**config.mk**
```make
export PLATFORM = sky130hd
export DESIGN_NAME = emulation_memory_mapper
export DESIGN_NICKNAME = d
export VERILOG_FILES = /design/src/mapper_pkg.sv /design/src/emulation_memory_mapper.sv
export SDC_FILE = /design/constraint.sdc
export NUM_CORES = 2
export LEC_CHECK = 0
export ABC_AREA = 1
export BUFFER_PORTS_ARGS = -buffer_cell sky130_fd_sc_hd__buf_4
export CAP_MARGIN = 20
export CORE_MARGIN = 2
export CORE_UTILIZATION = 25
export DETAILED_ROUTE_END_ITERATION = 10
export PLACE_DENSITY_LB_ADDON = 0.12
export RECOVER_POWER = 100
export SLEW_MARGIN = 20
export SYNTH_ARGS = -nofsm -noshare
export SYNTH_HDL_FRONTEND = slang
export SYNTH_SLANG_ARGS = --single-unit
```
**constraint.sdc**
```tcl
create_clock -name aclk -period 17.8 [get_ports aclk]
set_clock_uncertainty 0.1 [all_clocks]
set_input_delay 2.67 -clock aclk [delete_from_list [all_inputs] [get_ports aclk]]
set_output_delay 2.67 -clock aclk [all_outputs]
set_load 0.02 [all_outputs]
```
**src/mapper_pkg.sv**
```systemverilog
/*
 * constants, memory types and register layout of the memory mapper.
 * assumes a 32-bit AXI4-Lite register bus with 8 byte-address bits.
 */
package mapper_pkg;
    // memory types of a range
    typedef enum logic [2:0] {
        TGT_RAM = 3'h0,
        TGT_ROM = 3'h1,
        GUARD   = 3'h2,
        EMU_RAM = 3'h3,
        EMU_ROM = 3'h4
    } mem_type_e;
    // ---------------------------------------------------------------
    // register map (byte addresses)
    // ---------------------------------------------------------------
    localparam logic [7:0] CTRL_OFF   = 8'h00;
    localparam logic [7:0] DFLT_OFF   = 8'h04;
    localparam logic [7:0] STAT_OFF   = 8'h08;
    localparam logic [7:0] MASK_OFF   = 8'h0C;
    localparam logic [7:0] ENTRY_BASE = 8'h80; // entry i at base + 16*i
    localparam logic [1:0] F_START    = 2'h0;
    localparam logic [1:0] F_END      = 2'h1;
    localparam logic [1:0] F_ATTR     = 2'h2;
    // field positions
    localparam int CTRL_BRK_ROM = 0;
    localparam int CTRL_ACT     = 1;
    localparam int AT_TYPE      = 0;  // [2:0]
    localparam int AT_FMASK     = 4;  // [6:4]
    localparam int AT_FCODE     = 8;  // [10:8]
    localparam int AT_BYTE8     = 12;
    localparam int AT_BASE      = 16; // [23:16] read only
    localparam int AT_OK        = 24; // read only
    localparam int ST_LAST      = 8;  // [10:8] last type
    // status event bits
    localparam int EV_GUARD = 0;
    localparam int EV_ROMWR = 1;
    localparam int EV_DMA   = 2;
    localparam int N_EV     = 3;
    // values after reset and sizes
    localparam mem_type_e DFLT_RST = TGT_RAM;
    localparam int UNIT_BITS  = 8;  // 256-byte units
    localparam int BLOCK_BITS = 16; // 64-Kbyte blocks
    localparam logic [1:0] RESP_OKAY   = 2'h0;
    localparam logic [1:0] RESP_SLVERR = 2'h2;
endpackage

```
**src/emulation_memory_mapper.sv**
```systemverilog
/*
 * emulation memory mapper: classifies each processor bus cycle into one of
 * the mapped ranges or the default type and steers it to emulation memory or the target bus.
 * assumes bus cycles and configuration come on aclk; registers over AXI4-Lite.
 */
// The implementer's own choices: the AXI4-Lite interface to the registers and the address map.
// How it works
// - at most eight ranges, each with its own start, end and type.
// - ranges are in 256-byte units, so the low eight address bits are not compared.
// - emulation ranges take whole 64-Kbyte blocks, a partly used block is lost to others.
// - cycles from a DMA master never reach emulation memory.
// - each range is emulation RAM or ROM, target RAM or ROM, or guarded, which sets the route.
// - any access to a guarded range raises a break into the monitor.
// - a write to a ROM range breaks only while break-on-ROM-write is enabled.
// - writes to emulation ROM are blocked, except in in-target analysis mode or from a DMA master, where they go to the target.
// - writes to guarded ranges, or to target ROM with break-on-ROM-write set, break but still go to the target.
// - an unmatched address uses the default type, target RAM after reset.
// - the default type can only be target RAM, target ROM or guarded.
// - in in-target analysis mode all cycles go to the target.
// - emulation memory is 16 bits wide but a range may stand in for 8-bit memory.
// - editing ranges may reallocate blocks, so emulation contents are not kept.
// - a range may be qualified by the three space code bits, so overlaps split.
`timescale 1ns/1ps
module emulation_memory_mapper import mapper_pkg::*; #(
    parameter int NE = 8,  // range entries
    parameter int AW = 24, // processor address width
    parameter int NB = 8   // emulation memory blocks
) (
    input  wire logic                 aclk,
    input  wire logic                 aresetn,
    input  wire logic [7:0]           s_axi_awaddr,
    input  wire logic                 s_axi_awvalid,
    output logic                      s_axi_awready,
    input  wire logic [31:0]          s_axi_wdata,
    input  wire logic [3:0]           s_axi_wstrb,
    input  wire logic                 s_axi_wvalid,
    output logic                      s_axi_wready,
    output logic [1:0]                s_axi_bresp,
    output logic                      s_axi_bvalid,
    input  wire logic                 s_axi_bready,
    input  wire logic [7:0]           s_axi_araddr,
    input  wire logic                 s_axi_arvalid,
    output logic                      s_axi_arready,
    output logic [31:0]               s_axi_rdata,
    output logic [1:0]                s_axi_rresp,
    output logic                      s_axi_rvalid,
    input  wire logic                 s_axi_rready,
    input  wire logic                 cpu_valid,
    input  wire logic [AW-1:0]        cpu_addr,
    input  wire logic                 cpu_write,
    input  wire logic                 cpu_dma,
    input  wire logic                 space_code_bit0,
    input  wire logic                 space_code_bit1,
    input  wire logic                 space_code_bit2,
    output logic                      map_valid,
    output logic                      emu_sel,
    output logic                      emu_we,
    output logic [$clog2(NB)+15:0]    emu_addr,
    output logic                      emu_byte8,
    output logic                      tgt_sel,
    output logic                      tgt_we,
    output logic [AW-1:0]             tgt_addr,
    output logic                      wr_inhibit,
    output logic                      brk_req,
    output logic                      irq
);
    localparam int UW = AW - UNIT_BITS;
    localparam int BW = $clog2(NB);
    localparam int KW = AW - BLOCK_BITS;

    typedef struct packed {
        logic [NE-1:0][UW-1:0] st;
        logic [NE-1:0][UW-1:0] en;
        logic [NE-1:0][2:0]    ty;
        logic [NE-1:0][2:0]    fm;
        logic [NE-1:0][2:0]    fc;
        logic [NE-1:0]         b8;
        logic                  brk_rom;
        logic                  act;
        mem_type_e             dflt;
        logic [N_EV-1:0]       evs;
        logic [N_EV-1:0]       evm;
        logic                  bvalid;
        logic [1:0]            bresp;
        logic                  rvalid;
        logic [1:0]            rresp;
        logic [31:0]           rdata;
        logic                  ov;
        logic                  owr;
        mem_type_e             oty;
        logic                  emu_sel;
        logic                  emu_we;
        logic [BW+15:0]        emu_addr;
        logic                  b8o;
        logic                  tgt_sel;
        logic                  tgt_we;
        logic [AW-1:0]         taddr;
        logic                  inh;
        logic                  brk;
    } state_s;

    state_s q;
    state_s d;

    // -------------------------------------------------------------------
    // block allocation and range match
    // -------------------------------------------------------------------
    logic [NE-1:0][KW:0] base;
    logic [NE-1:0]       ok;
    logic [NE-1:0]       hit;
    logic [2:0]          scode;

    assign scode = {space_code_bit2, space_code_bit1, space_code_bit0};

    // blocks are handed out in entry order; re-evaluated on every edit
    always_comb begin
        logic [KW:0] acc, need;
        acc = '0;
        need = '0;
        for (int i = 0; i < NE; i++) begin
            need = {1'b0, q.en[i][UW-1:UW-KW]} - {1'b0, q.st[i][UW-1:UW-KW]} + 1'b1;
            base[i] = acc;
            ok[i] = (q.en[i] >= q.st[i]) && ({1'b0, acc} + need <= (KW+2)'(NB));
            if ((q.ty[i] == EMU_RAM || q.ty[i] == EMU_ROM) && ok[i]) begin
                acc = acc + need;
            end
        end
    end

    // one comparator per entry; low eight address bits ignored
    for (genvar g = 0; g < NE; g++) begin : g_match
        assign hit[g] = cpu_addr[AW-1:UNIT_BITS] >= q.st[g] && cpu_addr[AW-1:UNIT_BITS] <= q.en[g]
                        && ((scode ^ q.fc[g]) & q.fm[g]) == 3'h0;
    end

    // register read value for a byte address
    function automatic logic [32:0] reg_rd(input state_s s, input logic [7:0] a,
                                          input logic [NE-1:0][KW:0] b, input logic [NE-1:0] k);
        logic [31:0] v;
        logic        e;
        int          i;
        v = '0;
        e = 1'b0;
        i = int'(a[6:4]);
        if (a[7]) begin
            unique case (a[3:2])
                F_START: v[AW-1:0] = {s.st[i], 8'h00};
                F_END:   v[AW-1:0] = {s.en[i], 8'hFF};
                F_ATTR:  v = {7'h00, k[i], b[i][7:0], 3'h0, s.b8[i], 1'b0, s.fc[i], 1'b0, s.fm[i], 1'b0, s.ty[i]};
                default: e = 1'b1;
            endcase
        end else if (a[6:4] != 3'h0) begin
            e = 1'b1;
        end else begin
            unique case (a[3:2])
                CTRL_OFF[3:2]: v[1:0] = {s.act, s.brk_rom};
                DFLT_OFF[3:2]: v[2:0] = s.dflt;
                STAT_OFF[3:2]: v[10:0] = {s.oty, 5'h00, s.evs};
                MASK_OFF[3:2]: v[2:0] = s.evm;
            endcase
        end
        return {e, v};
    endfunction

    // -------------------------------------------------------------------
    // next state: bus slave, routing and events
    // -------------------------------------------------------------------
    always_comb begin
        logic [32:0] cur;
        logic [31:0] wv;
        logic [N_EV-1:0] ev;
        mem_type_e   t;
        int          hi;
        int          wi;
        logic        h;
        logic        emu;
        d = q;
        ev = '0;
        wv = '0;
        hi = 0;
        h = 1'b0;
        t = q.dflt;
        wi = int'(s_axi_awaddr[6:4]);
        if (q.bvalid && s_axi_bready) d.bvalid = 1'b0;
        if (q.rvalid && s_axi_rready) d.rvalid = 1'b0;
        // write takes address and data together
        cur = reg_rd(q, s_axi_awaddr, base, ok);
        if (s_axi_awready) begin
            for (int b = 0; b < 4; b++) begin
                wv[8*b +: 8] = s_axi_wstrb[b] ? s_axi_wdata[8*b +: 8] : cur[8*b +: 8];
            end
            d.bvalid = 1'b1;
            d.bresp = cur[32] ? RESP_SLVERR : RESP_OKAY;
            if (s_axi_awaddr[7]) begin
                unique case (s_axi_awaddr[3:2])
                    F_START: d.st[wi] = wv[AW-1:UNIT_BITS];
                    F_END:   d.en[wi] = wv[AW-1:UNIT_BITS];
                    F_ATTR: begin
                        if (wv[2:0] <= 3'(EMU_ROM)) d.ty[wi] = wv[2:0];
                        d.fm[wi] = wv[AT_FMASK +: 3];
                        d.fc[wi] = wv[AT_FCODE +: 3];
                        d.b8[wi] = wv[AT_BYTE8];
                    end
                    default: ;
                endcase
            end else if (s_axi_awaddr[6:4] == 3'h0) begin
                unique case (s_axi_awaddr[3:2])
                    CTRL_OFF[3:2]: {d.act, d.brk_rom} = {wv[CTRL_ACT], wv[CTRL_BRK_ROM]};
                    DFLT_OFF[3:2]: if (wv[2:0] <= 3'(GUARD)) d.dflt = mem_type_e'(wv[2:0]);
                    MASK_OFF[3:2]: d.evm = wv[N_EV-1:0];
                    default: ;
                endcase
            end
        end
        // read; a status read clears the sticky events
        if (s_axi_arready && s_axi_arvalid) begin
            cur = reg_rd(q, s_axi_araddr, base, ok);
            d.rvalid = 1'b1;
            d.rdata = cur[31:0];
            d.rresp = cur[32] ? RESP_SLVERR : RESP_OKAY;
            if (s_axi_araddr == STAT_OFF) d.evs = '0;
        end
        // lowest matching entry wins, else the default type
        for (int i = NE-1; i >= 0; i--) begin
            if (hit[i]) begin
                h = 1'b1;
                hi = i;
            end
        end
        if (h) t = mem_type_e'(q.ty[hi]);
        emu = (t == EMU_RAM || t == EMU_ROM);
        if (emu && !ok[hi]) t = q.dflt;
        if (emu && (q.act || cpu_dma)) t = (t == EMU_ROM) ? TGT_ROM : TGT_RAM;
        emu = (t == EMU_RAM || t == EMU_ROM);
        d.ov = cpu_valid;
        if (cpu_valid) begin
            d.owr = cpu_write;
            d.oty = t;
            d.emu_sel = emu;
            d.emu_we = cpu_write && t == EMU_RAM;
            d.inh = cpu_write && t == EMU_ROM;
            d.tgt_sel = !emu;
            d.tgt_we = cpu_write && !emu;
            d.taddr = cpu_addr;
            d.b8o = emu && q.b8[hi];
            d.emu_addr = {BW'(base[hi] + (KW+1)'(cpu_addr[AW-1:BLOCK_BITS] - q.st[hi][UW-1:UW-KW])),
                          cpu_addr[BLOCK_BITS-1:0]};
            ev[EV_GUARD] = t == GUARD;
            ev[EV_ROMWR] = cpu_write && q.brk_rom && (t == TGT_ROM || t == EMU_ROM);
            ev[EV_DMA] = cpu_dma && h && (q.ty[hi] == EMU_RAM || q.ty[hi] == EMU_ROM);
            d.brk = ev[EV_GUARD] | ev[EV_ROMWR];
        end else begin
            {d.emu_sel, d.emu_we, d.inh, d.tgt_sel, d.tgt_we, d.brk} = '0;
        end
        d.evs = d.evs | ev; // set wins over clear
    end

    // state register
    always_ff @(posedge aclk) begin
        if (!aresetn) begin
            q <= '0;
            q.dflt <= DFLT_RST;
            q.oty <= DFLT_RST;
        end else begin
            q <= d;
        end
    end

    // -------------------------------------------------------------------
    // outputs
    // -------------------------------------------------------------------
    assign s_axi_awready = s_axi_awvalid && s_axi_wvalid && !q.bvalid;
    assign s_axi_wready  = s_axi_awready;
    assign s_axi_arready = !q.rvalid;
    assign s_axi_bvalid  = q.bvalid;
    assign s_axi_bresp   = q.bresp;
    assign s_axi_rvalid  = q.rvalid;
    assign s_axi_rdata   = q.rdata;
    assign s_axi_rresp   = q.rresp;
    assign map_valid     = q.ov;
    assign emu_sel       = q.emu_sel;
    assign emu_we        = q.emu_we;
    assign emu_addr      = q.emu_addr;
    assign emu_byte8     = q.b8o;
    assign tgt_sel       = q.tgt_sel;
    assign tgt_we        = q.tgt_we;
    assign tgt_addr      = q.taddr;
    assign wr_inhibit    = q.inh;
    assign brk_req       = q.brk;
    assign irq           = |(q.evs & q.evm);
endmodule // emulation_memory_mapper

```
==> impl_metrics.py <==
metrics = {
    "timing": {
        "post-route-period-util_pct": 94.71,
        "rsz0062_at_grt": "true",
        "fmax_mhz": 59.32,
        "hold_violations": 0,
        "final.setup.tns_ns": 0,
        "relSlewSlack_pct": -164.6,
        "setup_viol": 0,
        "maxSlewViolCount": 367,
        "tightestPinTransition_ns": 3.969,
        "hold_slack_ns": 0.3596,
        "finalCriticalPeriod_ns": 16.86,
    },
    "layout": {
        "final_cell_mix": "906 x inv_1, 737 x a21oi_1, 656 x nand2_1, 495 x o21ai_0, 484 x ha_1",
        "finalInstanceArea_sq_mm": 0.04429,
        "final_net_count": 6254,
        "final_core_util_pct": 29.99,
        "final_common_cell": "inv_1",
        "area_growth_pct": 19.07,
        "drive_gt1_share_pct": 12.67,
    },
    "synth": {
        "synth.avg_cell_area_sq_um": 6.932,
        "yosys.area_share.simple_pct": 15.31,
        "synth_compound_area_share_pct": 27.13,
        "synthXorXnorAreaFrac_pct": 1.789,
        "synth.area.mux_share_pct": 0,
        "synth-seq-cells": 413,
        "async_flop_share_pct": 0,
        "synth_cell_type_count": 63,
        "synthTopCellsByArea": "dfxtp_1 22%, ha_1 17%, a21oi_1 10%",
        "synth_top_cell_by_area": "dfxtp_1",
        "synth_edf_count": 0,
        "synth_top_family_by_area": "compound AO/OA/AOI/OAI gates",
        "yosysWarningCount": 0,
        "synthFlopType": "dfxtp_1",
        "yosys.area_share.adder_pct": 19.62,
        "synth_area_sq_mm": 0.03720,
        "ys_seq_area_share_pct": 22.23,
        "synthCells": 5366,
        "synth.top_cell.area_share_pct": 22.23,
    },
    "critical_path": {
        "endpoint_kind": "flip-flop",
        "crit_slowest_cell": "fa_2",
        "required_ns": 18.27,
        "cp_max_fo": 6,
        "arrival_ns": 17.33,
        "startpoint_type": "flip-flop",
        "max_stage_delay_ns": 0.57,
        "crit_type": "reg2reg",
    },
    "detailed_routing": {
        "finalWirelength_um": 193100,
        "drtPass1Iterations": 6,
        "avgRoutedWirePerCell_um": 25.45,
        "viasPerCell": 5.178,
        "drtIter0Drc": 3888,
        "num_vias": 39289,
        "final_antenna_net_count": 0,
        "drc": 0,
    },
    "run_status": {
        "status": "finished, violations left",
        "violations": "capacitance limit, slew limit",
    },
    "die": {
        "die_y_um": 389.7,
        "pin_count": 182,
        "die_w_um": 389.7,
        "dieArea_sq_mm": 0.1519,
        "initial_core_util_pct": 25.19,
        "coreArea_sq_mm": 0.1477,
        "num_rows": 141,
    },
    "cts": {
        "cts.path.max_buffers": 3,
        "clkSlewWorstSetupHoldPaths_ns": 0.06,
        "tritoncts": "done",
        "numClockSinks": 413,
        "numCtsBuffers": 57,
        "cts-root-buf": "clkbuf_16",
        "htreeDepth": 2,
        "cts_hold_buf": 0,
        "clk-insertion-delay-late_ns": 0.68,
    },
    "global_routing": {
        "grt_max_degree": 131,
        "grt_remaining_overflow": 0,
        "antenna_found_initial": 11,
        "grt_usage_pct": 24.58,
        "grt_pass1_wl_um": 271300,
        "grt_pass1_vias": 36273,
    },
    "placement": {
        "io_buffers": 159,
        "dpl_cell_area_sq_mm": 0.04149,
        "gp_congestion": 0.9620,
        "hpwl_um": 149900,
    },
    "run": {
        "drv_cap": 12,
    },
    "power": {
        "p_per_area_mw_per_mm2": 63.08,
        "vdd_drop_max_mv": 0.07344,
        "power.total_uw": 2794,
        "leakagePower_uw": 0.02064,
    },
    "hold_path": {
        "hold_path.class": "reg2reg",
    },
}
per-layer routing:
| layer | GRT usage, % | up-vias | share of wire (%) |
|---|---|---|---|
| met5 | 0 | - | 0.021 |
| li1 | - | 18726 | - |
| met2 | 38.70 | 1514 | 44 |
| met4 | 8.140 | 6 | 3.7 |
| met3 | 2.593 | 300 | 5.9 |
| met1 | 34.81 | 18743 | 46 |
registers in the layout, indices dropped and copies added, names as in the netlist:
register	count
emu_we	1
wr_inhibit	1
s_axi_rdata	24
tgt_addr	8
emu_byte8	1
q	350
emu_sel	1
s_axi_rresp	1
s_axi_rvalid	1
s_axi_bresp	1
tgt_sel	1
emu_addr	19
tgt_we	1
s_axi_bvalid	1
map_valid	1
brk_req	1
stage by stage:
step / std cells / setup WS [ns]
after floorplan: 5409 / 1.651
after global placement: 7441 / -0.7517
final: 7588 / 0.9422
after global routing: 7588 / -0.3411
after detailed placement: 7444 / -0.7583
after CTS: 7551 / 0.002487
synthesized netlist by cell type (all sizes together) (8+ instances only):
master and n:
o21ai 519, o21bai 13, a22oi 17, ha 505
o2111ai 20, dfxtp 413, nor4 12, fa 49
a221oi 135, nand3b 12, o211ai 26, a21o 13
o41ai 19, nor3 39, or2 15, nand4 30
buf 127, a211oi 11, a31oi 14, a22o 42
xor2 39, o22ai 97, o21a 8, nor2 213
xnor2 37, clkinv 23, a21oi 756, nand2 719
nand3 256, o221ai 24, clkbuf 188, inv 943
o31ai 12
cells by family (layout without fill, tap and decap cells):
family | count (synthesis) | count (layout)
AND/OR/NAND/NOR | 1300 | 1300
buffers and inverters | 1281 | 1529
XOR/XNOR | 76 | 76
adder cells (fa/ha/maj) | 554 | 554
AO/OA/AOI/OAI | 1741 | 1741
other | 1 | 45
flip-flops | 413 | 413
report_power, final:
group          total, uW  switching (uW)  internal (uW)
logic                596             422            174
clock network       1250             518            729
registers            950            11.7            938
total               2790             952           1840
final timing paths:
check	start	end	slack [ns]	depth (start not counted)
min reg2reg	emu_byte8$_SDFFE_PN0P_	emu_byte8$_SDFFE_PN0P_	0.36	2
max	q[193]$_SDFFE_PN0P_	q[50]$_SDFFE_PN0P_	0.94	123
min	emu_byte8$_SDFFE_PN0P_	emu_byte8$_SDFFE_PN0P_	0.36	2
max reg2reg	q[193]$_SDFFE_PN0P_	q[50]$_SDFFE_PN0P_	0.94	123
timing repair:
action	4_1_cts	5_1_grt
resized for setup	18	205
setup endpoints to repair	14	21
endpoints found under the hold margin	0	0
buffers inserted	2	32
pin swaps	9	118
worst max-delay path, delay by kind of cell (launching register included):
kind	cells	cell delay [ns]
and+or+nand+nor	53	5.58
adders and majority gates	16	4.26
AOI/OAI and AO/OA	21	3.14
buffers and inverters	27	2.48
xor gates and xnor gates	6	0.83
DFF	1	0.33
cell type report:
| cell class | count | area [sq um] |
|---|---|---|
| clock inverters | 31 | 367.9 |
| repair buffers | 458 | 3168 |
| diodes | 1 | 2.502 |
| multi-input cells | 3715 | 24830 |
| fillers | 16305 | 103400 |
| clock buffers | 74 | 1590 |
| inverters | 966 | 3647 |
| flip-flops and latches | 413 | 8272 |
| well taps | 1930 | 2415 |
Note: power is estimated with default switching activity, not from simulation.
